===== src/verilog/isg_pkg.sv =====
// Purpose: Shared constants and types for the expansion bus glue block.
// Assumes: 200 MHz core clock, all bus timing counted in that clock.
// Notes:   Bus strobe times are minimums and round up to whole cycles.
`default_nettype none
package isg_pkg;
  localparam int CLK_NS   = 5;
  localparam int ADDR_NS  = 20;
  localparam int CMD_NS   = 125;
  localparam int REC_NS   = 40;
  localparam int ADDR_CYC = (ADDR_NS + CLK_NS - 1) / CLK_NS;
  localparam int CMD_CYC  = (CMD_NS + CLK_NS - 1) / CLK_NS;
  localparam int REC_CYC  = (REC_NS + CLK_NS - 1) / CLK_NS;
  localparam int CNT_W    = 8;
  localparam logic [CNT_W-1:0] ADDR_CNT = CNT_W'(ADDR_CYC - 1);
  localparam logic [CNT_W-1:0] CMD_CNT  = CNT_W'(CMD_CYC - 1);
  localparam logic [CNT_W-1:0] REC_CNT  = CNT_W'(REC_CYC - 1);
  localparam logic [CNT_W-1:0] CNT_ZERO = CNT_W'(0);
  localparam int RST_W    = 16;
  localparam logic [RST_W-1:0] RST_ZERO = RST_W'(0);
  localparam logic [RST_W-1:0] RST_ONE  = RST_W'(1);
  localparam logic [9:0] KBD_LO    = 10'h060;
  localparam logic [9:0] KBD_HI    = 10'h06e;
  localparam int A20_BIT           = 20;
  localparam int SPK_EN_BIT        = 1;
  localparam int IRQ_KBD           = 1;
  localparam int IRQ_DISK          = 14;
  localparam int IRQ_N             = 16;
  localparam logic [7:0] PIRQ_CFG_INDEX = 8'hb2;
  localparam logic [1:0] BE_WORD   = 2'h3;
  localparam logic [1:0] BE_HIGH   = 2'h2;

  typedef enum logic [1:0] {ST_IDLE, ST_ADDR, ST_CMD, ST_REC} isg_st_e;

  typedef struct packed {
    logic        valid;
    logic        write;
    logic        mem;
    logic [23:0] addr;
    logic [1:0]  be;
    logic [15:0] wdata;
  } isg_req_s;

  typedef struct packed {
    logic        valid;
    logic [15:0] rdata;
  } isg_rsp_s;

  typedef struct packed {
    logic        en;
    logic [3:0]  chan;
  } isg_route_s;

  typedef struct packed {
    logic [11:0] sa;
    logic        sbhe_n;
    logic        ior_n;
    logic        iow_n;
    logic        memr_n;
    logic        memw_n;
    logic        dir_lo;
    logic        dir_hi;
    logic [15:0] dout;
    logic        doe_n;
  } isg_isa_s;

  typedef struct packed {
    isg_st_e          st;
    logic [CNT_W-1:0] cnt;
    logic             split;
    logic             phase;
    logic             wide;
    logic             write;
    logic             mem;
    logic [23:0]      addr;
    logic [15:0]      wdata;
    logic [15:0]      rdata;
    isg_rsp_s         rsp;
    isg_isa_s         isa;
    logic [RST_W-1:0] rst_cnt;
    logic             rst_drv;
    logic             spk;
    logic             tc;
    logic             kbd_n;
    logic [23:0]      cpu_addr;
    logic             core_rst;
  } isg_state_s;
endpackage : isg_pkg
`default_nettype wire


===== src/verilog/isg_glue.sv =====
// Purpose: Expansion bus command sequencer plus system glue signals.
// Assumes: Core requests come from logic on clk; bus pins are async.
// Notes:   Pin inputs are synchronised, so waits lag by two cycles.
`timescale 1ns/1ps
`default_nettype none
module isg_glue #(
  parameter logic [15:0] RESET_DRIVE_OUT_CYCLES = 16'h1000
) (
  input  wire logic               clk,
  input  wire logic               reset,
  input  wire isg_pkg::isg_req_s  req,
  output logic                    req_ready,
  output isg_pkg::isg_rsp_s       rsp,
  output isg_pkg::isg_isa_s       isa,
  input  wire logic [15:0]        d_in,
  input  wire logic               iochrdy,
  input  wire logic               iocs16_n,
  input  wire logic               memory_size16_in_n,
  input  wire logic               irq1_in,
  input  wire logic               irq14_in,
  input  wire logic               routable_irq_a,
  input  wire logic               routable_irq_b,
  input  wire isg_pkg::isg_route_s route_a,
  input  wire isg_pkg::isg_route_s route_b,
  output logic [15:0]             irq_req,
  input  wire logic               pll_locked,
  output logic                    reset_drive_out,
  input  wire logic               timer2_out,
  input  wire logic [7:0]         port61,
  output logic                    speaker_out,
  input  wire logic               dma_active,
  input  wire logic               dma_count_zero,
  input  wire logic               test_port_enable,
  input  wire logic               tc_in,
  output logic                    tc_out,
  output logic                    tc_oe_n,
  output logic                    test_mode_select,
  output logic                    keyboard_ctrl_select_n,
  input  wire logic               addr20_gate_in,
  input  wire logic [23:0]        cpu_addr_in,
  output logic [23:0]             cpu_addr_out,
  input  wire logic               cpu_reset_request_n,
  output logic                    cpu_core_reset
);
  import isg_pkg::*;

  localparam int SW = 11;
  localparam logic [SW-1:0] SYNC_RST = 11'h1c7;

  isg_state_s s_q;
  isg_state_s s_d;
  logic [SW-1:0] pin_s;
  logic [15:0]   din_s;
  logic          rdy_s;
  logic          size16_s;
  logic          a20_s;
  logic          rc_n_s;
  logic          tms_s;
  logic [3:0]    irq_s;
  logic          test_s;

  // Ready, both sizing pins, test enable and the two fixed IRQ pins reset to one; reset request resets to zero
  isg_sync #(.W(SW), .RST_VAL(SYNC_RST)) u_pin_sync (
    .clk   (clk),
    .reset (reset),
    .d     ({routable_irq_b, routable_irq_a, irq14_in, irq1_in,
             test_port_enable, tc_in, cpu_reset_request_n,
             addr20_gate_in, memory_size16_in_n, iocs16_n, iochrdy}),
    .q     (pin_s)
  );

  isg_sync #(.W(16), .RST_VAL(16'h0000)) u_data_sync (
    .clk   (clk),
    .reset (reset),
    .d     (d_in),
    .q     (din_s)
  );

  assign rdy_s    = pin_s[0];
  // Sizing pins cross apart; the OR only sees settled flops
  assign size16_s = !(pin_s[1] & pin_s[2]);
  assign a20_s    = pin_s[3];
  assign rc_n_s   = pin_s[4];
  assign tms_s    = pin_s[5];
  assign test_s   = pin_s[6];
  assign irq_s    = pin_s[10:7];

  // Interrupt request fabric
  for (genvar i = 0; i < IRQ_N; i++) begin : g_irq
    always_comb begin
      irq_req[i] = (route_a.en && route_a.chan == 4'(i) && irq_s[2]) ||
                   (route_b.en && route_b.chan == 4'(i) && irq_s[3]);
      if (i == IRQ_KBD) irq_req[i] = irq_req[i] | irq_s[0];
      if (i == IRQ_DISK) irq_req[i] = irq_req[i] | irq_s[1];
    end
  end

  always_comb begin
    logic hi_byte;
    logic kbd_hit;
    hi_byte = 1'b0;
    kbd_hit = 1'b0;
    s_d = s_q;
    s_d.rsp.valid = 1'b0;
    case (s_q.st)
      ST_IDLE: begin
        if (req.valid) begin
          hi_byte       = (req.be == BE_HIGH);
          s_d.st        = ST_ADDR;
          s_d.cnt       = ADDR_CNT;
          s_d.write     = req.write;
          s_d.mem       = req.mem;
          s_d.wdata     = req.wdata;
          s_d.rdata     = 16'h0000;
          s_d.split     = (req.be == BE_WORD);
          s_d.phase     = 1'b0;
          s_d.addr      = {req.addr[23:1], hi_byte};
          s_d.isa.sa    = {req.addr[11:1], hi_byte};
          s_d.isa.sbhe_n = !req.be[1];
        end
      end
      ST_ADDR: begin
        if (s_q.cnt != CNT_ZERO) begin
          s_d.cnt = s_q.cnt - 1'b1;
        end else begin
          // Sizing sampled after the target had time to decode
          s_d.wide = size16_s;
          s_d.st   = ST_CMD;
          s_d.cnt  = CMD_CNT;
          s_d.isa.ior_n  = !(!s_q.mem && !s_q.write);
          s_d.isa.iow_n  = !(!s_q.mem && s_q.write);
          s_d.isa.memr_n = !(s_q.mem && !s_q.write);
          s_d.isa.memw_n = !(s_q.mem && s_q.write);
          s_d.isa.doe_n  = !s_q.write;
          s_d.isa.dir_lo = s_q.write;
          s_d.isa.dir_hi = s_q.write && size16_s &&
                           !s_q.isa.sbhe_n;
          if (size16_s) begin
            s_d.isa.dout = s_q.wdata;
          end else if (s_q.addr[0]) begin
            s_d.isa.dout = {s_q.wdata[15:8], s_q.wdata[15:8]};
          end else begin
            s_d.isa.dout = s_q.wdata;
          end
        end
      end
      ST_CMD: begin
        if (s_q.cnt != CNT_ZERO) begin
          s_d.cnt = s_q.cnt - 1'b1;
        end else if (rdy_s) begin
          if (s_q.wide) begin
            s_d.rdata = din_s;
          end else if (s_q.addr[0]) begin
            s_d.rdata[15:8] = din_s[7:0];
          end else begin
            s_d.rdata[7:0] = din_s[7:0];
          end
          s_d.st  = ST_REC;
          s_d.cnt = REC_CNT;
          s_d.isa.ior_n  = 1'b1;
          s_d.isa.iow_n  = 1'b1;
          s_d.isa.memr_n = 1'b1;
          s_d.isa.memw_n = 1'b1;
        end
      end
      ST_REC: begin
        // Data held one cycle past the strobe for hold time
        s_d.isa.doe_n  = 1'b1;
        s_d.isa.dir_lo = 1'b0;
        s_d.isa.dir_hi = 1'b0;
        if (s_q.cnt != CNT_ZERO) begin
          s_d.cnt = s_q.cnt - 1'b1;
        end else if (s_q.split && !s_q.wide && !s_q.phase) begin
          s_d.phase     = 1'b1;
          s_d.addr[0]   = 1'b1;
          s_d.isa.sa[0] = 1'b1;
          s_d.st        = ST_ADDR;
          s_d.cnt       = ADDR_CNT;
        end else begin
          s_d.st        = ST_IDLE;
          s_d.rsp.valid = 1'b1;
          s_d.rsp.rdata = s_d.rdata;
        end
      end
      default: s_d.st = ST_IDLE;
    endcase

    // Reset drive stretched until the PLL settles and the count runs out
    if (!pll_locked) begin
      s_d.rst_cnt = RESET_DRIVE_OUT_CYCLES;
    end else if (s_q.rst_cnt != RST_ZERO) begin
      s_d.rst_cnt = s_q.rst_cnt - RST_ONE;
    end
    s_d.rst_drv = (s_d.rst_cnt != RST_ZERO);

    s_d.spk = timer2_out & port61[SPK_EN_BIT];
    s_d.tc  = dma_active & dma_count_zero & !test_s;
    // Next-state decode keeps the select aligned with each byte cycle
    kbd_hit = !s_d.mem && s_d.st != ST_IDLE &&
              s_d.addr[9:0] >= KBD_LO && s_d.addr[9:0] <= KBD_HI &&
              !s_d.addr[0];
    s_d.kbd_n    = !kbd_hit;
    s_d.cpu_addr = cpu_addr_in;
    s_d.cpu_addr[A20_BIT] = cpu_addr_in[A20_BIT] & a20_s;
    s_d.core_rst = !rc_n_s;
  end

  always_ff @(posedge clk) begin
    if (reset) begin
      s_q            <= '0;
      s_q.st         <= ST_IDLE;
      s_q.isa.sbhe_n <= 1'b1;
      s_q.isa.ior_n  <= 1'b1;
      s_q.isa.iow_n  <= 1'b1;
      s_q.isa.memr_n <= 1'b1;
      s_q.isa.memw_n <= 1'b1;
      s_q.isa.doe_n  <= 1'b1;
      s_q.rst_cnt    <= RESET_DRIVE_OUT_CYCLES;
      s_q.rst_drv    <= 1'b1;
      s_q.kbd_n      <= 1'b1;
      s_q.core_rst   <= 1'b1;
    end else begin
      s_q <= s_d;
    end
  end

  assign req_ready        = (s_q.st == ST_IDLE);
  assign rsp              = s_q.rsp;
  assign isa              = s_q.isa;
  assign reset_drive_out  = s_q.rst_drv;
  assign speaker_out      = s_q.spk;
  assign tc_out           = s_q.tc;
  assign tc_oe_n          = test_s;
  assign test_mode_select = test_s ? tms_s : 1'b0;
  assign keyboard_ctrl_select_n = s_q.kbd_n;
  assign cpu_addr_out     = s_q.cpu_addr;
  assign cpu_core_reset   = s_q.core_rst | reset;

  logic any_strb_n;
  assign any_strb_n = isa.ior_n & isa.iow_n & isa.memr_n & isa.memw_n;
endmodule : isg_glue
`default_nettype wire


===== src/verilog/isg_sync.sv =====
// Purpose: Two-flop synchroniser for a group of pin inputs.
// Assumes: Inputs are levels, each bit crossing on its own.
// Notes:   Reset value per bit lets pulled-up pins idle high.
`timescale 1ns/1ps
`default_nettype none
module isg_sync #(
  parameter int           W       = 1,
  parameter logic [W-1:0] RST_VAL = '0
) (
  input  wire logic         clk,
  input  wire logic         reset,
  input  wire logic [W-1:0] d,
  output logic      [W-1:0] q
);
  logic [W-1:0] meta_q;

  // First stage feeds only the second stage
  always_ff @(posedge clk) begin
    if (reset) begin
      meta_q <= RST_VAL;
      q      <= RST_VAL;
    end else begin
      meta_q <= d;
      q      <= meta_q;
    end
  end
endmodule : isg_sync
`default_nettype wire

===== config.mk =====
export PLATFORM = sky130hd
export DESIGN_NAME = isg_glue
export DESIGN_NICKNAME = d
export VERILOG_FILES = /design/src/verilog/isg_pkg.sv /design/src/verilog/isg_glue.sv /design/src/verilog/isg_sync.sv
export SDC_FILE = /design/constraint.sdc
export NUM_CORES = 1
export LEC_CHECK = 0
export BUFFER_PORTS_ARGS = -buffer_cell sky130_fd_sc_hd__buf_4
export CORE_MARGIN = 3
export CORE_UTILIZATION = 35
export CTS_CLUSTER_DIAMETER = 80
export DETAILED_ROUTE_END_ITERATION = 12
export GPL_TIMING_DRIVEN = 1
export SLEW_MARGIN = 20
export SYNTH_ARGS = -nofsm -noshare
export SYNTH_HDL_FRONTEND = slang
export SYNTH_SLANG_ARGS = --single-unit
export TNS_END_PERCENT = 30

===== constraint.sdc =====
create_clock -name clk -period 5.6 [get_ports clk]
set_clock_uncertainty 0.1 [all_clocks]
set_input_delay 0.84 -clock clk [delete_from_list [all_inputs] [get_ports clk]]
set_output_delay 0.84 -clock clk [all_outputs]
set_load 0.005 [all_outputs]

==> flow_summary.json, run 1 <==
{
  "clk_pin_slew_ps": 60,
  "crit_path_start_kind": "flip-flop",
  "hold_buffers": 0,
  "synth_top_family_by_area": "simple AND/OR/NAND/NOR gates",
  "core_area_um2": 23700,
  "fp.dieH_um": 162,
  "dr.pass1.iters": 5,
  "die_w_um": 162,
  "maxCapViolCount": 0,
  "grt_usage_pct": 14.9,
  "cts_setup_buffers": 0,
  "finalNetCount": 1193,
  "rows": 56,
  "pre_cts_ws_ps": 2640,
  "synth_top_area_share_pct": 48.4,
  "synthMuxAreaShare_pct": 2.37,
  "post_drt_wl_per_cell_um": 14.4,
  "yosys_warnings": 0,
  "crit_type": "reg2reg",
  "drv_slew": 0,
  "synth_edf_count": 0,
  "ys.flop_type": "dfxtp_1",
  "placedInstanceArea_um2": 9680,
  "fin_cells": 1398,
  "final_area_um2": 10400,
  "drt_iter0_markers": 397,
  "finalHoldWorstSlack_ps": 306,
  "period_minus_slack_ps": 2780,
  "final_cell_mix": "206 x dfxtp_1, 204 x buf_4, 152 x nand2_1",
  "required_ps": 5870,
  "crit_fanout": 17,
  "htreeDepth": 1,
  "dp.cells": 1359,
  "netlist_area_um2": 8510,
  "final_common_cell": "dfxtp_1",
  "synth_largest_area_cell": "dfxtp_1",
  "numCtsBuffers": 23,
  "cp-end-kind": "flip-flop",
  "synth_area_per_cell_um2": 8.86,
  "fill_cells": 2418,
  "cts_tree": "yes",
  "yosys-top-cells-area": "dfxtp_1 48%, buf_4 6.9%, nand2_1 6.7%",
  "syn_nets": 1089,
  "cts_resized": 0,
  "hold_class": "reg2reg",
  "fin_crit_sh_pct": 49.7,
  "cts_max_path_buffers": 3,
  "gr-total-overflow": 0,
  "fin_util_pct": 44.1,
  "finalSetupTns_ps": 0,
  "synth_fa_ha_area_share_pct": 1.18,
  "syn_to_final_growth_pct": 22.6,
  "antenna_found_initial": 0,
  "wirelength_mm": 20.2,
  "status": "completed",
  "dieArea_um2": 26200,
  "synth_simple_gate_area_share_pct": 23.9,
  "ir_drop_mv": 0.194,
  "grt_pass1_vias": 6407,
  "arrival_ps": 3050,
  "place_hpwl_mm": 14.3,
  "hold_viol_final": 0,
  "routed_via_density": 4.78,
  "antenna_cells": 0,
  "gp_congestion": 0.828,
  "ys_seq_area_share_pct": 48.4,
  "io_pins": 221,
  "clock_latency_ps": 490,
  "final.setup.worst_slack_ps": 2820,
  "syn_inst": 961,
  "finalSetupViolations": 0,
  "rsz0062_at_grt": "false",
  "synth_xor_area_share_pct": 0.823,
  "total_power_mw": 4.40,
  "drc": 0,
  "worst_pin_slew_ps": 1020,
  "postRouteAntennaNets": 0,
  "start_util_pct": 35.9,
  "power_density_nw_per_um2": 422,
  "synth_compound_area_share_pct": 13.5,
  "p_leak_nw": 4.24,
  "io_buffers": 200,
  "maxSlewHeadroom_pct": 32.2,
  "async_flop_share_pct": 0,
  "fmax_mhz": 359,
  "vias": 6680,
  "drive_above_1_share_pct": 26.8,
  "ys_ff_latch": 206,
  "cts_root_buf": "clkbuf_16",
  "grt_max_degree": 83,
  "synth_cell_types": 75,
  "grt_pass1_wl_mm": 32.8,
  "clkSinkCount": 206
}
final cells by class:
| class | count | area, um^2 | area share (%) |
|---|---|---|---|
| clock inverter | 10 | 115 | 1.10 |
| timing repair buffer | 205 | 1540 | 14.8 |
| inverter | 14 | 52.6 | 0.504 |
| tap | 319 | 399 | 3.82 |
| multi-input combinational | 615 | 3560 | 34.2 |
| sequential | 206 | 4120 | 39.5 |
| clock buffer | 29 | 638 | 6.11 |
routing by layer:
layer	GRT usage (%)	up-vias	share of wire, %
li1	-	3407	-
met1	19.6	3074	45
met2	24.2	174	46
met3	4.51	25	7.8
met4	3.49	0	1.7
met5	0	-	0
worst max-delay path, cell delays in order, from the launching register on:
cell and delay [ps]:
dfxtp_1 340, inv_1 60, ha_1 200, nor4b_2 450
nand2_1 500, a2111oi_0 530, a221oi_1 120, o2111ai_1 360
path summary, 6_finish.rpt:
kind,endpoint,slack [ps],startpoint,depth (start not counted)
hold reg to reg,u_pin_sync.q[8]$_SDFF_PP1_,310,u_pin_sync.meta_q[8]$_SDFF_PP1_,1
setup / recovery,keyboard_ctrl_select_n$_SDFF_PP1_,2820,s_q[159]$_SDFFE_PP0P_,7
setup reg to reg,keyboard_ctrl_select_n$_SDFF_PP1_,2820,s_q[159]$_SDFFE_PP0P_,7
hold / removal,u_pin_sync.q[8]$_SDFF_PP1_,310,u_pin_sync.meta_q[8]$_SDFF_PP1_,1
cells by family (layout without fill, tap and decap cells):
group / after synthesis / after routing
flops: 206 / 206
simple gates: 397 / 397
mux: 19 / 19
buf+inv: 140 / 258
compound gates: 183 / 183
xor+xnor: 8 / 8
fa+ha+maj: 8 / 8
synthesized netlist by cell type, drive strengths merged (7+ instances only):
cell type / number
nand3: 24
ha: 8
a211oi: 13
mux2: 9
nor3: 11
nand2b: 11
inv: 14
dfxtp: 206
nand2: 153
buf: 86
mux2i: 10
clkbuf: 40
o22ai: 13
nor2: 56
nor2b: 69
nor4: 11
or2: 16
a21oi: 89
or3: 7
o21ai: 14
sequential cells by signal, summed over array words and instances, names as in the netlist:
signal / flops
u_pin_sync.q: 11
cpu_addr_out: 24
rsp: 17
tc_out: 1
isa: 34
u_data_sync.meta_q: 16
reset_drive_out: 1
speaker_out: 1
u_pin_sync.meta_q: 11
u_data_sync.q: 16
s_q: 73
keyboard_ctrl_select_n: 1
power breakdown:
part	total [mW]	leakage (nW)	internal, mW	switching, mW
Sequential	1.73	1.69	1.62	0.116
Combinational	1.18	2.19	0.465	0.715
Clock	1.49	0.363	0.897	0.592
No activity file was read; power rests on OpenSTA's default activity.
==> run 2: changes to the inputs <==
- ABC_AREA: unset -> 1
- clock period: 5.6 -> 2.6 ns (I/O delays scaled with it)
==> run 2 against run 1 <==
First-iteration DRC count grew 15%. Core utilization grew 2.5 points. Count of clock-buffer cells in the layout grew 6. Routed wire length grew 6.3%. Combinational power grew 24%. Via count grew 9.2%. Non-clock buffer count grew 60. Worst setup slack lost 2400 ps. Synthesized area grew 1.0%. Critical endpoint unchanged.
==> flow_summary.json, run 2 <==
{
  "synth_xor_area_share_pct": 1.43,
  "path_buf_inv": 2,
  "drc": 0,
  "yosys-top-cells-area": "dfxtp_1 48%, nor2_1 8.3%, nand2_1 7.5%",
  "synth_largest_area_cell": "dfxtp_1",
  "wirelength_mm": 21.5,
  "io_pins": 221,
  "syn_nets": 1259,
  "drive_above_1_share_pct": 21.4,
  "cts_max_path_buffers": 3,
  "clock_latency_ps": 510,
  "dr.pass1.iters": 5,
  "antenna_cells": 0,
  "place_hpwl_mm": 14.6,
  "numCtsBuffers": 23,
  "postRouteAntennaNets": 0,
  "crit_chain": "inv_1 > ha_1 > nand2_1 > inv_1 > nand2_1 > a21oi_1 > nand3_1 > nor3_1 > nand2_1",
  "cts_tree": "yes",
  "antenna_found_initial": 1,
  "vias": 7294,
  "io_buffers": 200,
  "maxSlewHeadroom_pct": 59.3,
  "routed_via_density": 4.48,
  "synth_commonest_cells": "206 x dfxtp_1, 190 x nor2_1, 173 x nand2_1",
  "final.setup.worst_slack_ps": 420,
  "critical-path-top-delay-family": "simple AND/OR/NAND/NOR gates",
  "final_common_cell": "buf_4",
  "ys.flop_type": "dfxtp_1",
  "hold_viol_final": 0,
  "async_flop_share_pct": 0,
  "synth_cell_types": 39,
  "netlist_area_um2": 8600,
  "top_register": "s_q",
  "drv_slew": 0,
  "slowest_delay_ps": 360,
  "fin_cells": 1629,
  "grt_max_degree": 95,
  "dieArea_um2": 26500,
  "rsz0062_at_grt": "false",
  "worst_pin_slew_ps": 609,
  "final_area_um2": 11100,
  "dp.cells": 1533,
  "arrival_ps": 2470,
  "cts_setup_buffers": 0,
  "total_power_mw": 8.15,
  "fmax_mhz": 459,
  "rows": 56,
  "slowest_stage": "inv_1",
  "clkSinkCount": 206,
  "synth_simple_gate_area_share_pct": 22.3,
  "yosys_warnings": 0,
  "power_density_nw_per_um2": 735,
  "crit_fanout": 12,
  "gr-total-overflow": 0,
  "largest_reg_flops": 73,
  "synth_fa_ha_area_share_pct": 1.16,
  "crit_type": "reg2reg",
  "die_w_um": 163,
  "fp.dieH_um": 163,
  "fin_util_pct": 46.6,
  "ir_drop_mv": 0.493,
  "finalSetupViolations": 0,
  "grt_usage_pct": 15.6,
  "drt_iter0_markers": 456,
  "hold_class": "in2reg",
  "synth_area_per_cell_um2": 7.61,
  "core_area_um2": 23800,
  "fin_crit_sh_pct": 83.8,
  "syn_inst": 1131,
  "finalNetCount": 1422,
  "status": "completed",
  "ys_ff_latch": 206,
  "cpMostUsedCell": "nand2_1",
  "yosysMostFrequentCell": "dfxtp_1",
  "final_cell_mix": "208 x buf_4, 206 x dfxtp_1, 190 x nor2_1",
  "required_ps": 2890,
  "gp_congestion": 0.864,
  "p_leak_nw": 5.10,
  "placedInstanceArea_um2": 9810,
  "synth_edf_count": 0,
  "crit_path_start_kind": "flip-flop",
  "finalSetupTns_ps": 0,
  "synth_compound_area_share_pct": 11.9,
  "cp-end-kind": "flip-flop",
  "finalHoldWorstSlack_ps": 46.7,
  "pre_cts_ws_ps": 406,
  "syn_to_final_growth_pct": 29.0,
  "grt_pass1_vias": 6995,
  "post_drt_wl_per_cell_um": 13.2,
  "maxCapViolCount": 0,
  "period_minus_slack_ps": 2180,
  "synth_top_area_share_pct": 47.9,
  "cts_root_buf": "clkbuf_16",
  "synth_top_family_by_area": "simple AND/OR/NAND/NOR gates",
  "start_util_pct": 36.1,
  "ys_seq_area_share_pct": 47.9,
  "htreeDepth": 1,
  "grt_pass1_wl_mm": 34.5,
  "synthMuxAreaShare_pct": 0.116,
  "clk_pin_slew_ps": 60
}
[run 2: repair_timing]
item,CTS,global route
resized for setup,0,0
endpoints found under the hold margin,53,0
hold buffers,55,0
[run 2: path summary, 6_finish.rpt]
path                                                  from                           endpoint  slack [ps]  cells past startpoint
worst max register to register         s_q[167]$_SDFF_PP0_  keyboard_ctrl_select_n$_SDFF_PP1_         420                      9
worst min register to register  u_pin_sync.q[4]$_SDFF_PP0_                  s_q[0]$_SDFF_PP1_         270                      1
worst min-delay path                               req[19]               isa[25]$_SDFFE_PP0P_          50                      3
worst max-delay path                   s_q[167]$_SDFF_PP0_  keyboard_ctrl_select_n$_SDFF_PP1_         420                      9
[run 2: power by group]
| part | switching [mW] | leakage, nW | internal, mW |
|---|---|---|---|
| clock | 1.27 | 0.364 | 1.90 |
| combinational | 0.822 | 3.04 | 0.640 |
| sequential | 0.132 | 1.69 | 3.39 |
[run 2: final cells by class]
class,instances,area [um^2]
fill,2402,12700
sequential,206,4120
tap,319,399
timing repair buffer,265,2150
inverter,135,509
clock buffer,35,681
multi-input combinational,663,3170
clock inverter,6,61.3
[run 2: tightest hold or removal path, delay by kind of cell]
family | cells | cell delay (ps)
AND/OR/NAND/NOR | 1 | 40
AO/OA/AOI/OAI | 1 | 100
buffers and inverters | 1 | 70
[run 2: routing by layer]
metal | track usage [%] | vias to the layer above | part of all wire, %
li1 | - | 3801 | -
met1 | 20.1 | 3229 | 44
met2 | 26.1 | 216 | 46
met3 | 3.18 | 46 | 5.8
met4 | 5.73 | 2 | 3.7
met5 | 0 | - | 0.075
[run 2: cell families (layout without fill, tap and decap cells)]
family,Yosys count,in the layout
adder cells (fa/ha/maj),8,8
AO/OA/AOI/OAI,187,187
flip-flops,206,206
XOR/XNOR,14,14
buffers and inverters,262,441
multiplexers,1,1
AND/OR/NAND/NOR,453,453
==> run 3: changes to the inputs <==
- clock period: 2.6 -> 1.95 ns (I/O delays scaled with it)
==> run 3 against run 2 <==
Critical path type is now reg2out. Critical path depth down 4. Sequential cell count unchanged. Worst setup slack worse by 400 ps. Largest power group unchanged. Non-clock buffer count up 63.
==> flow_summary.json, run 3 (synthesis results as in run 2) <==
{
  "status": "completed",
  "maxSlewHeadroom_pct": 71.2,
  "post_drt_wl_per_cell_um": 13.1,
  "fmax_mhz": 518,
  "ir_drop_mv": 0.630,
  "hold_class": "in2reg",
  "total_power_mw": 11.3,
  "switching_power_mw": 3.04,
  "cts_max_path_buffers": 3,
  "cts_tree": "yes",
  "fp.dieH_um": 163,
  "seqPwrFrac_pct": 41.7,
  "rows": 56,
  "grt_pass1_vias": 7543,
  "rsz0062_at_grt": "true",
  "p_sw_share_pct": 27.0,
  "start_util_pct": 36.1,
  "wirelength_mm": 22.1,
  "fin_crit_sh_pct": 99.0,
  "dieArea_um2": 26500,
  "crit_fanout": 4,
  "vias": 7687,
  "maxCapViolCount": 0,
  "intPower_mw": 8.22,
  "cts_root_buf": "clkbuf_16",
  "crit_type": "reg2out",
  "htreeDepth": 1,
  "grt_usage_pct": 16.0,
  "routed_via_density": 4.54,
  "final_common_cell": "buf_4",
  "final_area_um2": 11800,
  "top_register": "s_q",
  "drt_iter0_markers": 386,
  "cts_setup_buffers": 0,
  "power_density_nw_per_um2": 954,
  "drv_slew": 0,
  "finalNetCount": 1486,
  "largest_reg_flops": 73,
  "io_pins": 221,
  "fill_cells": 2320,
  "crit_path_start_kind": "flip-flop",
  "grt_pass1_wl_mm": 35.6,
  "grt_max_degree": 99,
  "io_buffers": 200,
  "gp_congestion": 0.881,
  "syn_to_final_growth_pct": 37.2,
  "worst_pin_slew_ps": 432,
  "dr.pass1.iters": 7,
  "p_clk_share_pct": 38.5,
  "period_minus_slack_ps": 1930,
  "finalSetupTns_ps": 0,
  "p_leak_nw": 5.42,
  "antenna_found_initial": 2,
  "drive_above_1_share_pct": 24.1,
  "arrival_ps": 1540,
  "finalSetupViolations": 0,
  "numCtsBuffers": 24,
  "clkSinkCount": 206,
  "placedInstanceArea_um2": 10100,
  "place_hpwl_mm": 15.2,
  "core_area_um2": 23800,
  "power_frac_comb_pct": 19.8,
  "cp-end-kind": "primary output",
  "required_ps": 1560,
  "clock_latency_ps": 500,
  "final_cell_mix": "238 x buf_4, 206 x dfxtp_1, 185 x nor2_1",
  "hold_viol_final": 0,
  "die_w_um": 163,
  "finalHoldWorstSlack_ps": 34.1,
  "postRouteAntennaNets": 0,
  "clk_pin_slew_ps": 60,
  "gr-total-overflow": 0,
  "drc": 0
}
run 3: cell type report:
| cell class | count | area (um^2) | area share, % |
|---|---|---|---|
| clock inverter | 5 | 53.8 | 0.456 |
| timing repair buffer | 328 | 2740 | 23.2 |
| inverter | 135 | 512 | 4.34 |
| multi-input combinational | 663 | 3250 | 27.6 |
| clock buffer | 36 | 717 | 6.08 |
| tap | 319 | 399 | 3.38 |
| antenna | 2 | 5.00 | 0.0424 |
| sequential | 206 | 4120 | 34.9 |
run 3: worst paths after layout:
check	start	end	slack, ps	depth (start not counted)
setup reg to reg	s_q[168]$_SDFF_PP0_	s_q[98]$_SDFFE_PP0P_	140	10
setup / recovery	u_pin_sync.q[10]$_SDFF_PP0_	irq_req[1]	20	5
hold reg to reg	u_pin_sync.q[4]$_SDFF_PP0_	s_q[0]$_SDFF_PP1_	270	1
hold / removal	pll_locked	s_q[30]$_SDFF_PP0_	30	3
run 3: worst max-delay path: stages (launching register included):
cell and delay, ps:
dfxtp_1 310, nand2_1 70, inv_1 130, nand3_2 150, o221ai_1 220, buf_4 150
run 3: repair_timing:
item | 4_1_cts | 5_1_grt
hold buffers | 85 | 0
resized for setup | 2 | 23
endpoints found under the hold margin | 85 | 0
pin swaps | 0 | 1
endpoints found under the setup margin | 2 | 39
run 3: power groups by stage:
stage	clock, mW	combinational [mW]	sequential, mW
3_3_place_gp	0	2.03	4.77
3_5_place_dp	0	2.04	4.77
2_1_floorplan	0	1.41	4.73
4_1_cts	4.47	2.20	4.69
6_report	4.34	2.23	4.69
5_1_grt	4.61	2.51	4.72
run 3: per-stage QoR:
stage,std cells,util [%],setup slack [ps]
3_3_place_gp,1566,42.4,-55.3
4_1_cts,1692,49.2,22.3
2_1_floorplan,1131,-,47.0
3_5_place_dp,1566,42.4,-150
5_1_grt,1694,49.5,-57.7
6_report,1694,49.5,19.6
run 3: per-layer routing:
layer  GRT usage [%]  part of all wire [%]  vias up
met1            19.9                    44     3461
met2            27.4                    47      238
met3            2.90                   5.9       57
met5               0                     0        -
met4            6.23                   3.7        0
li1                -                     -     3931
